## src/include/powerdown_pkg.sv

```systemverilog
// Package of offsets, field positions, reset values and frame layout for the power-down mask bank
package powerdown_pkg;

  // ----------------------------------------------------------------------------
  // Register offsets on the configuration port
  // ----------------------------------------------------------------------------
  localparam logic [6:0] CORE_MASK_ONE_ADDR   = 7'h20;
  localparam logic [6:0] BUFFER_MASK_ONE_ADDR = 7'h21;
  localparam logic [6:0] CORE_MASK_TWO_ADDR   = 7'h23;
  localparam logic [6:0] BUFFER_MASK_TWO_ADDR = 7'h24;
  localparam logic [6:0] CONTROL_ADDR         = 7'h26;

  // ----------------------------------------------------------------------------
  // Reset values
  // ----------------------------------------------------------------------------
  localparam logic [7:0] CORE_MASK_RESET    = 8'h00;
  localparam logic [7:0] BUFFER_MASK_RESET  = 8'h00;
  localparam logic [7:0] CONTROL_RESET      = 8'h00;
  localparam logic [7:0] UNMAPPED_READ      = 8'h00;

  // ----------------------------------------------------------------------------
  // Field positions
  // ----------------------------------------------------------------------------
  localparam int CORE_A_MSB     = 7;
  localparam int CORE_A_LSB     = 4;
  localparam int CORE_B_MSB     = 3;
  localparam int CORE_B_LSB     = 0;
  localparam int BUFFER_B_MSB   = 7;
  localparam int BUFFER_B_LSB   = 6;
  localparam int BUFFER_A_MSB   = 5;
  localparam int BUFFER_A_LSB   = 4;
  localparam int SLEEP_BIT      = 7;
  localparam int IGNORE_PIN_BIT = 6;
  localparam int CHOICE_BIT     = 5;

  // Writable bits; the rest are reserved, ignored on write and read as zero
  localparam logic [7:0] BUFFER_WRITE_MASK  = 8'hf0;
  localparam logic [7:0] CONTROL_WRITE_MASK = 8'he0;

  // Buffer field encodings
  localparam logic [1:0] BUFFER_ACTIVE = 2'h0;
  localparam logic [1:0] BUFFER_OFF    = 2'h3;

  // ----------------------------------------------------------------------------
  // Serial frame: read flag, 7-bit address, 8-bit data, MSB first
  // ----------------------------------------------------------------------------
  localparam int          FRAME_BITS  = 16;
  localparam logic [4:0]  HEADER_BITS = 5'h08;
  localparam logic [4:0]  FRAME_COUNT = 5'h10;

endpackage

```

## src/hdl/channel_powerdown_decode.sv

```systemverilog
// Expands one channel's core and buffer fields into per-core power-down levels
`timescale 1ns/1ps
`default_nettype none

module channel_powerdown_decode #(
  parameter int CORES_PER_BUFFER = 2,
  parameter int BUFFERS          = 2
) (
  input  wire logic                                clk,
  input  wire logic                                rst,
  input  wire logic                                apply,
  input  wire logic                                sleep,
  input  wire logic [BUFFERS*CORES_PER_BUFFER-1:0] core_field,
  input  wire logic [1:0]                          buffer_field,
  output logic [BUFFERS*CORES_PER_BUFFER-1:0]      cores_off,
  output logic [BUFFERS-1:0]                       buffers_off
);

  logic [BUFFERS*CORES_PER_BUFFER-1:0] next_cores_off;
  logic [BUFFERS-1:0]                  next_buffers_off;
  logic                                buffer_down;

  // Only 11 counts as off; the forbidden 01/10 leave the buffers running
  assign buffer_down = apply && (buffer_field == powerdown_pkg::BUFFER_OFF);

  // A dead buffer starves the two cores it drives; constant indices keep one driver per bit
  for (genvar b = 0; b < BUFFERS; b++) begin : g_buffer
    assign next_buffers_off[b] = sleep | buffer_down;
    for (genvar c = 0; c < CORES_PER_BUFFER; c++) begin : g_core
      assign next_cores_off[b*CORES_PER_BUFFER+c] =
        sleep | buffer_down | (apply & core_field[b*CORES_PER_BUFFER+c]);
    end
  end

  always_ff @(posedge clk) begin
    if (rst) begin
      cores_off   <= '0;
      buffers_off <= '0;
    end else begin
      cores_off   <= next_cores_off;
      buffers_off <= next_buffers_off;
    end
  end

endmodule // channel_powerdown_decode

`default_nettype wire

```

## src/hdl/power_down_mask_regs.sv

```systemverilog
// Power-down mask register bank with its serial port and per-channel decode
`timescale 1ns/1ps
`default_nettype none

// Overview of operation
// - Two power-down masks exist; mask one lives at 20h and 21h.
// - Mask two: cores register at 23h, buffers register at 24h.
// - Control powerdown_control bit 5 chooses which mask applies.
// - A mask-enable bit kept elsewhere decides whether masks act at all.
// - Buffer registers: bits 7-6 channel B, 5-4 channel A; 00 keeps active.
// - Buffer field 11 powers down both buffers of that channel.
// - Two buffers per channel, each feeding two cores; four cores per field.
// - Core registers: bits 7-4 channel A, 3-0 channel B.
// - Mask choice 0 applies mask one, 1 applies mask two.
// - With bit 6 set the external power-down pin is ignored.
// - Bit 7 sleeps the whole device; accepted only once bit 6 is set.
module power_down_mask_regs (
  input  wire logic       clk,
  input  wire logic       rst,
  input  wire logic       serial_clk,
  input  wire logic       serial_select_n,
  input  wire logic       serial_in,
  input  wire logic       mask_enable,
  input  wire logic       sleep_pin,
  output logic            serial_out,
  output logic            serial_out_oe,
  output logic [3:0]      cores_off_channel_a,
  output logic [3:0]      cores_off_channel_b,
  output logic [1:0]      buffer_off_channel_a,
  output logic [1:0]      buffer_off_channel_b,
  output logic            whole_device_sleep
);

  // ----------------------------------------------------------------------------
  // Configuration port
  // ----------------------------------------------------------------------------
  logic       write_pulse;
  logic [6:0] address;
  logic [7:0] write_data;
  logic [7:0] read_data;

  serial_config_port u_port (
    .clk             (clk),
    .rst             (rst),
    .serial_clk      (serial_clk),
    .serial_select_n (serial_select_n),
    .serial_in       (serial_in),
    .read_data       (read_data),
    .write_pulse     (write_pulse),
    .address         (address),
    .write_data      (write_data),
    .serial_out      (serial_out),
    .serial_out_oe   (serial_out_oe)
  );

  // ----------------------------------------------------------------------------
  // Register storage
  // ----------------------------------------------------------------------------
  logic [7:0] core_powerdown_mask_one;
  logic [7:0] buffer_powerdown_mask_one;
  logic [7:0] core_powerdown_mask_two;
  logic [7:0] buffer_powerdown_mask_two;
  logic [7:0] powerdown_control;
  logic [7:0] next_core_one, next_buffer_one;
  logic [7:0] next_core_two, next_buffer_two;
  logic [7:0] next_control;

  // Write decode is shared by the store and the readback
  function automatic logic hit(input logic [6:0] addr, input logic [6:0] target);
    hit = (addr == target);
  endfunction

  // Reserved bits are dropped on write so they can never steer anything
  always_comb begin
    next_core_one   = core_powerdown_mask_one;
    next_buffer_one = buffer_powerdown_mask_one;
    next_core_two   = core_powerdown_mask_two;
    next_buffer_two = buffer_powerdown_mask_two;
    next_control    = powerdown_control;
    if (write_pulse) begin
      if (hit(address, powerdown_pkg::CORE_MASK_ONE_ADDR)) begin
        next_core_one = write_data;
      end
      if (hit(address, powerdown_pkg::BUFFER_MASK_ONE_ADDR)) begin
        next_buffer_one = write_data & powerdown_pkg::BUFFER_WRITE_MASK;
      end
      if (hit(address, powerdown_pkg::CORE_MASK_TWO_ADDR)) begin
        next_core_two = write_data;
      end
      if (hit(address, powerdown_pkg::BUFFER_MASK_TWO_ADDR)) begin
        next_buffer_two = write_data & powerdown_pkg::BUFFER_WRITE_MASK;
      end
      if (hit(address, powerdown_pkg::CONTROL_ADDR)) begin
        next_control = write_data & powerdown_pkg::CONTROL_WRITE_MASK;
        // Sleep bit only moves once the pin override is already in place
        if (!powerdown_control[powerdown_pkg::IGNORE_PIN_BIT]) begin
          next_control[powerdown_pkg::SLEEP_BIT] = powerdown_control[powerdown_pkg::SLEEP_BIT];
        end
      end
    end
  end

  always_ff @(posedge clk) begin
    if (rst) begin
      core_powerdown_mask_one   <= powerdown_pkg::CORE_MASK_RESET;
      buffer_powerdown_mask_one <= powerdown_pkg::BUFFER_MASK_RESET;
      core_powerdown_mask_two   <= powerdown_pkg::CORE_MASK_RESET;
      buffer_powerdown_mask_two <= powerdown_pkg::BUFFER_MASK_RESET;
      powerdown_control         <= powerdown_pkg::CONTROL_RESET;
    end else begin
      core_powerdown_mask_one   <= next_core_one;
      buffer_powerdown_mask_one <= next_buffer_one;
      core_powerdown_mask_two   <= next_core_two;
      buffer_powerdown_mask_two <= next_buffer_two;
      powerdown_control         <= next_control;
    end
  end

  // ----------------------------------------------------------------------------
  // Readback
  // ----------------------------------------------------------------------------
  // Unmapped addresses answer zero rather than floating
  always_comb begin
    read_data = powerdown_pkg::UNMAPPED_READ;
    if (hit(address, powerdown_pkg::CORE_MASK_ONE_ADDR)) begin
      read_data = core_powerdown_mask_one;
    end else if (hit(address, powerdown_pkg::BUFFER_MASK_ONE_ADDR)) begin
      read_data = buffer_powerdown_mask_one;
    end else if (hit(address, powerdown_pkg::CORE_MASK_TWO_ADDR)) begin
      read_data = core_powerdown_mask_two;
    end else if (hit(address, powerdown_pkg::BUFFER_MASK_TWO_ADDR)) begin
      read_data = buffer_powerdown_mask_two;
    end else if (hit(address, powerdown_pkg::CONTROL_ADDR)) begin
      read_data = powerdown_control;
    end
  end

  // ----------------------------------------------------------------------------
  // External power-down pin
  // ----------------------------------------------------------------------------
  logic [2:0] pin_sync;
  logic       pin_level;
  logic       next_pin_level;

  // Three stages since the pin is asynchronous to the configuration clock
  always_comb begin
    next_pin_level = (pin_sync[1] == pin_sync[2]) ? pin_sync[2] : pin_level;
  end

  always_ff @(posedge clk) begin
    if (rst) begin
      pin_sync  <= 3'h0;
      pin_level <= 1'b0;
    end else begin
      pin_sync  <= {pin_sync[1:0], sleep_pin};
      pin_level <= next_pin_level;
    end
  end

  // ----------------------------------------------------------------------------
  // Mask selection and sleep
  // ----------------------------------------------------------------------------
  logic       choose_two;
  logic       pin_sleep;
  logic       sleep_all;
  logic [7:0] core_sel;
  logic [7:0] buffer_sel;
  logic       next_sleep;

  assign choose_two = powerdown_control[powerdown_pkg::CHOICE_BIT];
  assign core_sel   = choose_two ? core_powerdown_mask_two : core_powerdown_mask_one;
  assign buffer_sel = choose_two ? buffer_powerdown_mask_two : buffer_powerdown_mask_one;

  // Pin is dropped while the override bit is set
  assign pin_sleep  = pin_level & ~powerdown_control[powerdown_pkg::IGNORE_PIN_BIT];
  assign sleep_all  = powerdown_control[powerdown_pkg::SLEEP_BIT] | pin_sleep;

  always_comb begin
    next_sleep = sleep_all;
  end

  always_ff @(posedge clk) begin
    if (rst) begin
      whole_device_sleep <= 1'b0;
    end else begin
      whole_device_sleep <= next_sleep;
    end
  end

  // ----------------------------------------------------------------------------
  // Per-channel decode
  // ----------------------------------------------------------------------------
  // Masks act only while the external mask enable is high; sleep overrides all
  channel_powerdown_decode #(
    .CORES_PER_BUFFER (2),
    .BUFFERS          (2)
  ) u_channel_a (
    .clk          (clk),
    .rst          (rst),
    .apply        (mask_enable),
    .sleep        (sleep_all),
    .core_field   (core_sel[powerdown_pkg::CORE_A_MSB:powerdown_pkg::CORE_A_LSB]),
    .buffer_field (buffer_sel[powerdown_pkg::BUFFER_A_MSB:powerdown_pkg::BUFFER_A_LSB]),
    .cores_off    (cores_off_channel_a),
    .buffers_off  (buffer_off_channel_a)
  );

  channel_powerdown_decode #(
    .CORES_PER_BUFFER (2),
    .BUFFERS          (2)
  ) u_channel_b (
    .clk          (clk),
    .rst          (rst),
    .apply        (mask_enable),
    .sleep        (sleep_all),
    .core_field   (core_sel[powerdown_pkg::CORE_B_MSB:powerdown_pkg::CORE_B_LSB]),
    .buffer_field (buffer_sel[powerdown_pkg::BUFFER_B_MSB:powerdown_pkg::BUFFER_B_LSB]),
    .cores_off    (cores_off_channel_b),
    .buffers_off  (buffer_off_channel_b)
  );

endmodule // power_down_mask_regs

`default_nettype wire

```

## src/hdl/serial_config_port.sv

```systemverilog
// Serial configuration port: synchronises the pins, collects frames, returns read data
`timescale 1ns/1ps
`default_nettype none

module serial_config_port (
  input  wire logic       clk,
  input  wire logic       rst,
  input  wire logic       serial_clk,
  input  wire logic       serial_select_n,
  input  wire logic       serial_in,
  input  wire logic [7:0] read_data,
  output logic            write_pulse,
  output logic [6:0]      address,
  output logic [7:0]      write_data,
  output logic            serial_out,
  output logic            serial_out_oe
);

  // ----------------------------------------------------------------------------
  // Pin synchronisers: three stages, a change counts when stages two and three agree
  // ----------------------------------------------------------------------------
  logic [2:0] clk_sync, sel_sync, din_sync;
  logic       clk_level, sel_level, din_level;
  logic       next_clk_level, next_sel_level, next_din_level;

  always_comb begin
    next_clk_level = (clk_sync[1] == clk_sync[2]) ? clk_sync[2] : clk_level;
    next_sel_level = (sel_sync[1] == sel_sync[2]) ? sel_sync[2] : sel_level;
    next_din_level = (din_sync[1] == din_sync[2]) ? din_sync[2] : din_level;
  end

  always_ff @(posedge clk) begin
    if (rst) begin
      clk_sync  <= 3'h0;
      sel_sync  <= 3'h7;
      din_sync  <= 3'h0;
      clk_level <= 1'b0;
      sel_level <= 1'b1;
      din_level <= 1'b0;
    end else begin
      clk_sync  <= {clk_sync[1:0], serial_clk};
      sel_sync  <= {sel_sync[1:0], serial_select_n};
      din_sync  <= {din_sync[1:0], serial_in};
      clk_level <= next_clk_level;
      sel_level <= next_sel_level;
      din_level <= next_din_level;
    end
  end

  // ----------------------------------------------------------------------------
  // Frame shifter
  // ----------------------------------------------------------------------------
  logic        rise, fall, active;
  logic [15:0] shift;
  logic [4:0]  count;
  logic [7:0]  out_shift;
  logic [15:0] next_shift;
  logic [4:0]  next_count;
  logic [7:0]  next_out_shift;
  logic        next_write_pulse, next_oe;
  logic [6:0]  next_address;
  logic [7:0]  next_write_data;

  assign rise   = next_clk_level & ~clk_level;
  assign fall   = ~next_clk_level & clk_level;
  assign active = ~sel_level;

  // Data in on rising edges, read data out on falling edges of the serial clock
  always_comb begin
    next_shift       = shift;
    next_count       = count;
    next_out_shift   = out_shift;
    next_write_pulse = 1'b0;
    next_address     = address;
    next_write_data  = write_data;
    next_oe          = serial_out_oe;
    if (!active) begin
      next_count = 5'h00;
      next_oe    = 1'b0;
    end else if (rise && count != powerdown_pkg::FRAME_COUNT) begin
      next_shift = {shift[14:0], din_level};
      next_count = count + 5'h01;
      if (count == powerdown_pkg::HEADER_BITS - 5'h01) begin
        next_address = {shift[5:0], din_level};
      end
      if (count == powerdown_pkg::FRAME_COUNT - 5'h01 && !shift[14]) begin
        next_write_data  = {shift[6:0], din_level};
        next_write_pulse = 1'b1;
      end
    end else if (fall && shift[7] && count == powerdown_pkg::HEADER_BITS) begin
      // Header just ended with the read flag: present the addressed register
      next_out_shift = read_data;
      next_oe        = 1'b1;
    end else if (fall && serial_out_oe && count != powerdown_pkg::HEADER_BITS) begin
      next_out_shift = {out_shift[6:0], 1'b0};
    end
  end

  always_ff @(posedge clk) begin
    if (rst) begin
      shift         <= 16'h0000;
      count         <= 5'h00;
      out_shift     <= 8'h00;
      write_pulse   <= 1'b0;
      address       <= 7'h00;
      write_data    <= 8'h00;
      serial_out_oe <= 1'b0;
    end else begin
      shift         <= next_shift;
      count         <= next_count;
      out_shift     <= next_out_shift;
      write_pulse   <= next_write_pulse;
      address       <= next_address;
      write_data    <= next_write_data;
      serial_out_oe <= next_oe;
    end
  end

  assign serial_out = out_shift[7];

endmodule // serial_config_port

`default_nettype wire

```

## config.mk

```make
export PLATFORM = sky130hd
export DESIGN_NAME = power_down_mask_regs
export DESIGN_NICKNAME = d
export VERILOG_FILES = /design/src/include/powerdown_pkg.sv /design/src/hdl/channel_powerdown_decode.sv /design/src/hdl/power_down_mask_regs.sv /design/src/hdl/serial_config_port.sv
export SDC_FILE = /design/constraint.sdc
export NUM_CORES = 1
export LEC_CHECK = 0
export ABC_AREA = 1
export BUFFER_PORTS_ARGS = -buffer_cell sky130_fd_sc_hd__buf_2
export CORE_UTILIZATION = 65
export CTS_CLUSTER_DIAMETER = 120
export DETAILED_ROUTE_END_ITERATION = 8
export MAX_ROUTING_LAYER = met4
export PLACE_DENSITY = 0.82
export SLEW_MARGIN = 10
export SYNTH_ARGS = -nofsm -noshare
export SYNTH_HDL_FRONTEND = slang
export SYNTH_HIERARCHICAL = 1
export SYNTH_SLANG_ARGS = --single-unit
```

## constraint.sdc

```tcl
create_clock -name clk -period 3.4 [get_ports clk]
set_clock_uncertainty 0.2 [all_clocks]
set_input_delay 0.34 -clock clk [delete_from_list [all_inputs] [get_ports clk]]
set_output_delay 0.34 -clock clk [all_outputs]
set_load 0.03 [all_outputs]
```

# Word-level counts from Yosys, hierarchy flattened
# Index checks and enable logic that the tools add are counted.
dict set report classes {
  add_sub_neg 1
  n_eq_ne 16
  n_mux 11
  n_bitwise 27
  reduce_logical 23
}
# cell count
set ops {}
lappend ops {{2-to-1 mux 8 bit} 9}
lappend ops {{== test 7 x 6 -> 1 bit, second input constant} 5}
lappend ops {{AND reduction 2 bit} 7}
lappend ops {{AND reduction 3 bit} 4}
lappend ops {{bitwise AND 1 bit} 11}
lappend ops {{OR 1 bit} 11}
lappend ops {{== test 5 x 4 -> 1 bit, second input constant} 2}
lappend ops {{logical AND 1 bit} 8}
lappend ops {{adder 5 x 1 -> 5 bit, second input constant} 1}
lappend ops {{== test 5 x 3 -> 1 bit, second input constant} 1}
lappend ops {{inequality test 5 x 4 -> 1 bit, second input constant} 1}
lappend ops {{inequality test 5 bit, second input constant} 1}
lappend ops {{NOT 1 bit} 5}
lappend ops {{== test 1 bit} 4}
lappend ops {{== test 2 bit, second input constant} 2}
lappend ops {{OR reduction 3 bit} 1}
lappend ops {{2-to-1 mux 1 bit} 2}
lappend ops {{nonzero test 2 bit} 1}
lappend ops {{OR reduction 2 bit} 1}
lappend ops {{zero test 1 bit} 1}
dict set report word_totals {
  register_bits 99
  output_inout_bits 15
}

# Logic depth before layout (Yosys ltp)
# Gate-level depths: netlist (run 1).
dict set report logic_depth {
  word_depth 8
  ltp_mapped 12
  depth_no_buf 11
}

# Hierarchy
# Netlist (run 1), hierarchy kept.
# module instances cells_each area_each_um2
set by_module_without_submodules {}
lappend by_module_without_submodules {serial_config_port 1 320 2539.9}
lappend by_module_without_submodules {power_down_mask_regs 1 252 1666.6}
lappend by_module_without_submodules {channel_powerdown_decode 2 20 170.2}

# Least setup slack after synthesis (run 1)
# OpenSTA, ideal clock, no wires.
dict set report synth_path {
  path_kind {register -> register}
  from {reg u_port.count[0]}
  to {reg u_port.write_data[0]}
  t_arrival_ps 1421
  required_time_ps 3141
  path_slack_ps 1720
  stages_incl_launch_ff 10
  path_buffers 0
  path_cell_list {dfxtp_1 -> ha_1 -> nand2_1 -> nor2_1 -> ha_1 -> nor3b_2 -> nand2_4 -> nor2_4 -> nand2_1 -> nand2_1}
}
dict set report synth_between {
  elab_chain_len 3
}
# item line_no
set synth_rtl {}
lappend synth_rtl {{start: declaration} serial_config_port.sv:55} ;# logic [4:0] count;
lappend synth_rtl {{start signal: assignment} serial_config_port.sv:110} ;# count <= next_count;
lappend synth_rtl {{== test 5 x 4 -> 1 bit / inequality test 5 bit (equally long branches)} {serial_config_port.sv:86, serial_config_port.sv:80}}
lappend synth_rtl {{logical AND 1 bit, on equally long branches} {serial_config_port.sv:86, serial_config_port.sv:80}}
lappend synth_rtl {{AND reduction 3 bit (no source line) *} -}
lappend synth_rtl {{end signal: assignment} serial_config_port.sv:114} ;# write_data <= next_write_data;
lappend synth_rtl {{end: declaration} serial_config_port.sv:14} ;# output logic [7:0] write_data,
# Mark *: on every way between the ends. The rest lies on a longest branch, timed or not.
# A chain may end at the register's enable or synchronous reset.

# Worst setup path after layout (run 1)
dict set report layout_path {
  from {reg u_port.count[0]}
  to {reg u_port.address[3]}
}
dict set report layout_between {
  elab_chain_len 3
}
# item line_no
set layout_rtl {}
lappend layout_rtl {{inequality test 5 bit} serial_config_port.sv:80} ;# end else if (rise && count != powerdown_pkg::FRAME_COUNT) begin
lappend layout_rtl {{logical AND 1 bit} serial_config_port.sv:80}
lappend layout_rtl {{AND reduction 3 bit (no source line) *} -}
lappend layout_rtl {{end signal: assignment} serial_config_port.sv:113} ;# address <= next_address;
lappend layout_rtl {{end: declaration} serial_config_port.sv:13} ;# output logic [6:0] address,
# Marked as above.

==> impl_metrics.tcl, run 1 <==
set metrics [dict create \
    nets 636 \
    place_congestion 0.927 \
    grt_pass1_vias 3439 \
    dpl_cell_area_um2 4600 \
    wirelength_mm 8.63 \
    slew_violations 0 \
    cts.sinks 99 \
    coreArea_um2 6760 \
    grt.total_usage_pct 26.9 \
    worstRegToRegCells 9 \
    dp_hpwl_mm 6.08 \
    cp.required_ns 3.50 \
    seqPwrFrac_pct 61.6 \
    internal-power_w 0.00147 \
    min_path_type "input port to flip-flop" \
    cts_setup_buffers 0 \
    dieArea_um2 7330 \
    io_pins 22 \
    yosysWarnings 6 \
    num_vias 3754 \
    antenna_found_initial 0 \
    root_buffer "clkbuf_8" \
    syn_nets 622 \
    fin_worst_hold_slack_ns 0.106 \
    instances_no_fill 711 \
    areaGrowthSynthToFinish_pct 6.08 \
    clkPwrFrac_pct 36.1 \
    rrSetupSlack_ns 1.30 \
    power.density_nw_per_um2 393 \
    finalSetupViolations 0 \
    wl_per_cell_um 12.1 \
    ys_top_cells_by_count "nand2_1 (142), dfxtp_1 (99), nor2_1 (75)" \
    hold_viol 0 \
    ir_worst_vdd_mv 0.256 \
    htree_levels 3 \
    finalCriticalPeriod_ns 2.10 \
    netlist.area_leader.share_pct 43.6 \
    syn-mean-instance-area_um2 7.43 \
    yosys.cell_count.top_type "nand2_1" \
    regArea_um2 1980 \
    fp.dieH_um 85.6 \
    numCtsBuffers 9 \
    place_inst 691 \
    crit_fanout 31 \
    syn_inst 612 \
    n_fill_cell 580 \
    synth_cell_types 34 \
    max_cap_viol_count 0 \
    initialDrtViolationCount 233 \
    slowest_delay_ns 0.40 \
    fin_setup_tns_ns 0 \
    insertion_delay_ns 0.37 \
    clk_path_buf_depth 2 \
    grt_overflow_total 0 \
    switching_share_pct 22.6 \
    fin_area_um2 4820 \
    fmax_ghz 0.477 \
    syn-cell-area_um2 4550 \
    cpMaxStageDelayCell "nor2_8" \
    cp_data_arrival_time_ns 2.20 \
    layout-drive-gt1-share_pct 16.8 \
    rows 30 \
    grt_first_pass_wirelength_mm 15.2 \
    grt_max_degree 38 \
    p_leak_nw 2.00 \
    hold_buffers 4 \
    reg2reg_from "u_port/count[0]" \
    drtAntennaViolNets 0 \
    synthArstFlopShare_pct 0 \
    pre_cts_slack_ns 1.34 \
    fin_ws_ns 1.30 \
    yosysTopAreaCell "dfxtp_1" \
    cp_cell_sequence "inv_1 -> ha_1 -> nand2_4 -> nor2_4 -> nor2_8 -> nand2_4 -> nor2_4 -> nor2_1 -> nor2_2" \
    rsz0062_at_grt "false" \
    worstSetupPathType "flip-flop to flip-flop" \
    multi_input_area_um2 2110 \
    drc_errors 0 \
    path_delay_family "simple AND/OR/NAND/NOR gates" \
    synth-edff-count 0 \
    clkTransAtPathRegs_ns 0.09 \
    comb_power_share_pct 2.3 \
    ys_ff_latch 99 \
    fin_crit_sh_pct 61.6 \
    n_antenna_cell 0 \
    critPathCaptureType "flip-flop" \
    switchingPower_w 0.000429 \
    synthTopCellsByArea "dfxtp_1 (44%), nand2_1 (12%), nand3_1 (6.4%)" \
    slew-limit-headroom_pct 36.5 \
    drt_first_pass_iters 5 \
    tightest_slew_ns 0.951 \
    start_util_pct 67.3 \
    whs_path_depth 2 \
    holdPathEnd "pin_sync[2]" \
    status "completed" \
    avgViaCountPerCell 5.28 \
    timing.rr.end "u_port/address[3]" \
    cts_resized 0 \
    hp-start "rst" \
    port_buffers 21 \
    synth-main-ff-cell "dfxtp_1" \
    die_x_um 85.6 \
    cts_tree "built" \
    crit_buf_inv 1 \
    start_kind "flip-flop" \
    yosysSeqAreaShare_pct 43.6 \
]
## final cells by class
cell class | instances | share of cell area, %
clock buffer | 11 | 2.93
tap | 80 | 2.08
inverter | 76 | 6.07
sequential | 99 | 41.1
timing repair buffer | 27 | 3.32
multi-input combinational | 413 | 43.7
clock inverter | 5 | 0.804
## flip-flops by register name (all words and copies together), names as in the netlist, 4 cells and up
| name | flops |
|---|---|
| u_port/address | 7 |
| core_powerdown_mask_one | 8 |
| buffer_powerdown_mask_two | 4 |
| u_port/write_data | 8 |
| u_port/out_shift | 8 |
| u_channel_a/cores_off | 4 |
| u_port/count | 5 |
| u_channel_b/cores_off | 4 |
| buffer_powerdown_mask_one | 4 |
| core_powerdown_mask_two | 8 |
| u_port/shift | 15 |
## kinds of logic (layout without fill, tap and decap cells)
logic type,after synthesis,count (layout),share of synthesized area [%]
buffers and inverters,100,119,10.0
and+or+nand+nor,341,341,37.0
AOI/OAI and AO/OA,69,69,8.50
adders and majority gates,3,3,0.826
DFF,99,99,43.6
## power groups by stage
stage | Clock, W | Sequential (W) | Combinational [W]
floorplan | 0 | 0.00119 | 0.0000286
global placement | 0 | 0.00119 | 0.0000394
detailed placement | 0 | 0.00119 | 0.0000406
CTS | 0.000694 | 0.00117 | 0.0000439
global route | 0.000749 | 0.00117 | 0.0000489
finish | 0.000684 | 0.00117 | 0.0000436
## worst max path at each step
stage,start,end,depth (start not counted)
floorplan,u_port/count[0],u_port/write_data[0],9
global placement,u_port/count[0],u_port/address[5],9
detailed placement,u_port/count[0],u_port/address[1],9
CTS,u_port/count[0],u_port/address[1],9
global route,u_port/count[0],u_port/address[5],9
finish,u_port/count[0],u_port/address[3],9
## stage by stage
step	power, W	util [%]
after floorplan	0.00122	-
after global placement	0.00123	68.1
after detailed placement	0.00123	68.1
after CTS	0.00190	71.4
after global routing	0.00197	71.4
final	0.00189	71.4
## routing by layer
metal	routed length, um	track usage [%]	part of all wire [%]
met5	0	-	0
met4	155	8.48	1.8
met3	426	5.77	4.9
met2	4080	45.2	47
met1	3970	32.3	46
## worst register-to-register path, delay by kind of cell, from the launching register on
kind	cells	cell delay [ns]
and+or+nand+nor	7	1.16
DFF	1	0.35
adders and majority gates	1	0.23
buffers and inverters	1	0.08
## cells in the final DEF (no fill, tap or decap), types with 6 or more instances in the layout
cell type    n
a21oi_1     29
a21oi_2      9
buf_2       21
clkbuf_8    10
dfxtp_1     99
inv_1       67
inv_2        6
nand2_1    142
nand2_2      7
nand3_1     58
nand3_2     11
nand4_1     15
nor2_1      75
nor2_2      10
nor2_4       8
o21ai_0     26
Note: power is estimated with default switching activity, not from simulation.
==> run 2: changes to the inputs <==
Settings changed: ABC_AREA 1 to 0, CORE_UTILIZATION 65 to 60, PLACE_DENSITY 0.82 to 0.76.
Clock period 3.4 ns to 2 ns, I/O delays scaled along.
==> run 2 against run 1 <==
Against the previous run: synthesized area down 4.0%; via count shrank 10%; setup slack got worse by 1.2 ns; critical path depth is 4 lower; register-to-register slack got worse by 1.2 ns; largest cell class unchanged.
==> impl_metrics.tcl, run 2 <==
set metrics [dict create \
    slew-limit-headroom_pct 57.9 \
    num_vias 3364 \
    yosysTopAreaCell "dfxtp_1" \
    ys_ff_latch 99 \
    synth_cell_types 57 \
    grt_pass1_vias 3150 \
    max_cap_viol_count 0 \
    cp_data_arrival_time_ns 2.04 \
    seqPwrFrac_pct 60.6 \
    root_buffer "clkbuf_8" \
    fin_setup_tns_ns 0 \
    finalSetupViolations 0 \
    drc_errors 0 \
    rows 30 \
    place_inst 542 \
    grt_first_pass_wirelength_mm 15.1 \
    crit_fanout 4 \
    areaGrowthSynthToFinish_pct 13.7 \
    dp_hpwl_mm 6.16 \
    power.density_nw_per_um2 661 \
    numCtsBuffers 9 \
    cts_tree "built" \
    fin_crit_sh_pct 97.0 \
    start_util_pct 63.2 \
    final_common_cell "dfxtp_1" \
    place_congestion 0.885 \
    critPathCaptureType "flip-flop" \
    dieArea_um2 7620 \
    layout-drive-gt1-share_pct 25.1 \
    internal-power_w 0.00254 \
    cp.required_ns 2.09 \
    yosysWarnings 6 \
    rsz0062_at_grt "true" \
    fmax_ghz 0.515 \
    largest_register "u_port/shift" \
    io_pins 22 \
    syn_inst 438 \
    post-route-util_pct 71.8 \
    worstSetupPathType "flip-flop to flip-flop" \
    port_buffers 21 \
    wl_per_cell_um 16.9 \
    crit_buf_inv 0 \
    status "completed" \
    largest_reg_flops 15 \
    avgViaCountPerCell 5.94 \
    min_path_type "input port to flip-flop" \
    p_leak_nw 1.94 \
    ir_worst_vdd_mv 0.357 \
    drtAntennaViolNets 0 \
    antenna_found_initial 0 \
    ys_top_cells_by_count "dfxtp_1 (99), nor2_1 (49), a21oi_1 (44)" \
    fp.dieH_um 87.3 \
    final_cell_mix "dfxtp_1 (95), nor2_1 (49), a21oi_1 (42)" \
    clkPwrFrac_pct 37.2 \
    drt_first_pass_iters 4 \
    instances_no_fill 566 \
    initialDrtViolationCount 308 \
    syn_nets 448 \
    cp_cell_sequence "or4b_1 -> nor2_1 -> a22o_1 -> nand3b_1 -> a31oi_1" \
    hold_viol 0 \
    path_delay_family "simple AND/OR/NAND/NOR gates" \
    syn-cell-area_um2 4360 \
    cpMaxStageDelayCell "or4b_1" \
    coreArea_um2 6910 \
    pre_cts_slack_ns 0.0130 \
    nets 475 \
    cts.sinks 99 \
    clk_path_buf_depth 2 \
    tightest_slew_ns 0.631 \
    start_kind "flip-flop" \
    comb_power_share_pct 2.2 \
    synthTopCellsByArea "dfxtp_1 (45%), mux2i_1 (8.7%), a21oi_1 (5.0%)" \
    n_antenna_cell 0 \
    synthArstFlopShare_pct 0 \
    fin_ws_ns 0.0598 \
    die_x_um 87.3 \
    yosysSeqAreaShare_pct 45.4 \
    grt.total_usage_pct 26.6 \
    grt_max_degree 65 \
    switching_share_pct 22.5 \
    n_fill_cell 532 \
    htree_levels 3 \
    wirelength_mm 9.55 \
    yosys.cell_count.top_type "dfxtp_1" \
    slowest_delay_ns 0.66 \
    netlist.area_leader.share_pct 45.4 \
    synth-edff-count 0 \
    insertion_delay_ns 0.36 \
    finalCriticalPeriod_ns 1.94 \
    switchingPower_w 0.000739 \
    clkTransAtPathRegs_ns 0.10 \
    slew_violations 0 \
    syn-mean-instance-area_um2 9.96 \
    grt_overflow_total 0 \
    synth-main-ff-cell "dfxtp_1" \
]
[run 2: path summary, 6_finish.rpt]
kind                      start             endpoint  slack, ns  cells past startpoint
max           u_port/address[4]  u_port/out_shift[0]       0.06                      5
min                         rst   whole_device_sleep       0.16                      3
max reg2reg   u_port/address[4]  u_port/out_shift[0]       0.06                      5
min reg2reg  u_port/sel_sync[0]   u_port/sel_sync[1]       0.22                      1
[run 2: final cells by class]
| class | instances | area, um2 | area share (%) |
|---|---|---|---|
| inverter | 9 | 33.8 | 0.681 |
| timing repair buffer | 49 | 403 | 8.12 |
| clock inverter | 4 | 33.8 | 0.681 |
| tap | 96 | 120 | 2.42 |
| multi-input combinational | 297 | 2220 | 44.8 |
| clock buffer | 12 | 155 | 3.13 |
| sequential | 99 | 1990 | 40.2 |
[run 2: repair_timing]
item / CTS / global route
pin swaps: 1 / 2
hold buffers: 5 / 0
buffers inserted: 0 / 2
gates cloned: 0 / 1
endpoints found under the hold margin: 7 / 0
resized for setup: 0 / 22
setup endpoints to repair: 2 / 24
[run 2: cells by family (layout without fill, tap and decap cells)]
family,after synthesis,count (layout),synth area share [%]
AO/OA/AOI/OAI,99,99,15.3
XOR/XNOR,2,2,0.401
adder cells (fa/ha/maj),3,3,0.860
buffers and inverters,42,74,4.99
flip-flops,99,99,45.4
multiplexers,58,58,14.0
AND/OR/NAND/NOR,135,135,19.1
[run 2: power by group through the flow]
stage          logic (W)  clock network [W]  registers (W)
3_3_place_gp   0.0000617                  0        0.00204
6_report       0.0000715            0.00122        0.00199
5_1_grt        0.0000777            0.00132        0.00199
4_1_cts        0.0000711            0.00124        0.00199
3_5_place_dp   0.0000636                  0        0.00204
2_1_floorplan  0.0000437                  0        0.00203
[run 2: layer usage]
metal / GRT usage (%) / wire (um) / up-vias
li1: - / - / 1636
met1: 32.7 / 4190 / 1623
met2: 42.7 / 4700 / 88
met3: 6.45 / 487 / 17
met4: 8.94 / 168 / 0
met5: - / 0 / -
[run 2: metrics by stage]
step                cell area, um2  hold WS [ns]  power (W)
global placement              4610         0.182    0.00210
detailed placement            4610         0.191    0.00210
CTS                           4840         0.151    0.00330
global route                  4960         0.163    0.00339
floorplan                     4360        0.0716    0.00208
finish                        4960         0.156    0.00328
[run 2: worst min-delay path, cell delays in order]
cell and delay (ns):
buf_2 0.16, buf_12 0.21, nor2b_1 0.12
==> run 3: changes to the inputs <==
Settings changed: CORE_ASPECT_RATIO from default to 1.1.
==> run 3 against run 2 <==
Against the previous run: sequential cell count is the same; sequential share of layout area is 0.18 points higher; critical endpoint is now u_port/write_data[2]; final area is 0.63% lower; count of clock-buffer cells in the layout is 1 lower; wire length down 6.7%; combinational power fell by 0.7%; clock power rose by 9.8%; critical path type unchanged; via count is 0.74% lower; first-iteration DRC count decreased by 18%; global-route usage shrank 0.94 points; worst hold slack worse by 0.026 ns.
==> impl_metrics.tcl, run 3 (same netlist as run 2, synthesis figures left out) <==
set metrics [dict create \
    status "completed" \
    wirelength_mm 8.91 \
    numCtsBuffers 9 \
    cts_tree "built" \
    max_cap_viol_count 0 \
    clk_path_buf_depth 2 \
    fin_crit_sh_pct 96.5 \
    finalCriticalPeriod_ns 1.93 \
    drc_errors 0 \
    cp_data_arrival_time_ns 1.99 \
    dpl_cell_area_um2 4600 \
    reg2reg_from "u_port/count[0]" \
    coreArea_um2 7010 \
    n_antenna_cell 0 \
    antenna_found_initial 0 \
    min_path_type "input port to flip-flop" \
    pre_cts_slack_ns -0.00569 \
    grt_max_degree 69 \
    grt.total_usage_pct 25.6 \
    fin_area_um2 4930 \
    p_leak_nw 1.95 \
    wl_per_cell_um 16.1 \
    rrSetupSlack_ns 0.07 \
    hold_viol 0 \
    grt_first_pass_wirelength_mm 15.2 \
    rsz0062_at_grt "false" \
    grt_overflow_total 0 \
    largest_register "u_port/shift" \
    finalSetupViolations 0 \
    root_buffer "clkbuf_8" \
    nets 474 \
    cts.sinks 99 \
    rows 32 \
    dieArea_um2 7620 \
    layout-drive-gt1-share_pct 25.4 \
    fp.dieH_um 91.5 \
    dp_hpwl_mm 6.02 \
    n_fill_cell 511 \
    start_kind "flip-flop" \
    place_congestion 0.851 \
    num_vias 3339 \
    grt_pass1_vias 3198 \
    final_cell_mix "dfxtp_1 (94), nor2_1 (48), a21oi_1 (44)" \
    io_pins 22 \
    slew_violations 0 \
    htree_levels 3 \
    die_x_um 83.3 \
    timing.rr.end "u_port/write_data[2]" \
    critPathCapture "u_port/write_data[2]" \
    insertion_delay_ns 0.37 \
    port_buffers 21 \
    post-route-util_pct 70.4 \
    tightest_slew_ns 0.592 \
    worstSetupPathType "flip-flop to flip-flop" \
    ir_worst_vdd_mv 0.581 \
    slew-limit-headroom_pct 60.5 \
    final_common_cell "dfxtp_1" \
    fin_ws_ns 0.0710 \
    drt_first_pass_iters 5 \
    crit_fanout 9 \
    cp.required_ns 2.06 \
    worstRegToRegCells 8 \
    clkTransAtPathRegs_ns 0.09 \
    critPathCaptureType "flip-flop" \
    areaGrowthSynthToFinish_pct 13.0 \
    initialDrtViolationCount 252 \
    power.density_nw_per_um2 691 \
    avgViaCountPerCell 6.03 \
    largest_reg_flops 15 \
    drtAntennaViolNets 0 \
    fmax_ghz 0.518 \
    fin_setup_tns_ns 0 \
    start_util_pct 62.3 \
    critPathLaunch "u_port/count[0]" \
]
[run 3: area by class of cell]
class,count,area [um2],share of cell area (%)
Clock inverter,5,60.1,1.22
Sequential cell,99,1990,40.3
Inverter,9,33.8,0.685
Multi-Input combinational cell,297,2220,45.0
Tap cell,85,106,2.16
Clock buffer,11,151,3.07
Timing Repair Buffer,48,370,7.51
[run 3: through the flow]
stage                     hold WS [ns]  power (W)  std cells
after CTS                        0.131    0.00342        553
after floorplan                 0.0716    0.00208        438
after global routing             0.134    0.00353        554
after global placement           0.186    0.00210        532
after detailed placement         0.190    0.00210        532
final                            0.129    0.00340        554
[run 3: per-layer routing]
metal	up-vias	GRT usage [%]	share of wire [%]
met2	93	41.3	48
li1	1633	-	-
met3	30	4.36	4.2
met5	-	-	0
met4	0	14.4	3.9
met1	1583	30.4	44
[run 3: report_power, final]
group | switching, W | leakage [nW] | total, W | internal [W]
combinational | 0.0000416 | 1.04 | 0.0000710 | 0.0000294
sequential | 0.00000799 | 0.802 | 0.00199 | 0.00198
clock | 0.000693 | 0.106 | 0.00134 | 0.000651
[run 3: how the worst min path moves through the flow]
stage                     from                         end  cells after the start
2_1_floorplan              rst                 pin_sync[0]                      1
3_3_place_gp   serial_select_n          u_port/sel_sync[0]                      2
3_5_place_dp   serial_select_n          u_port/sel_sync[0]                      2
4_1_cts                    rst  core_powerdown_mask_two[1]                      3
5_1_grt                    rst  core_powerdown_mask_two[1]                      3
6_report                   rst  core_powerdown_mask_two[1]                      3
[run 3: critical path, stage by stage, from the launching register on]
cell,delay [ns]
dfxtp_2,0.34
ha_2,0.20
and3_1,0.19
ha_1,0.19
nor2b_2,0.15
nand4_1,0.13
buf_12,0.15
mux2i_1,0.21
nor2_1,0.06
[run 3: timing repair]
action	CTS	global route
setup buffers	0	1
hold buffers	5	0
pin swaps	1	0
hold endpoints to repair	7	0
endpoints found under the setup margin	7	23
resized for setup	0	17
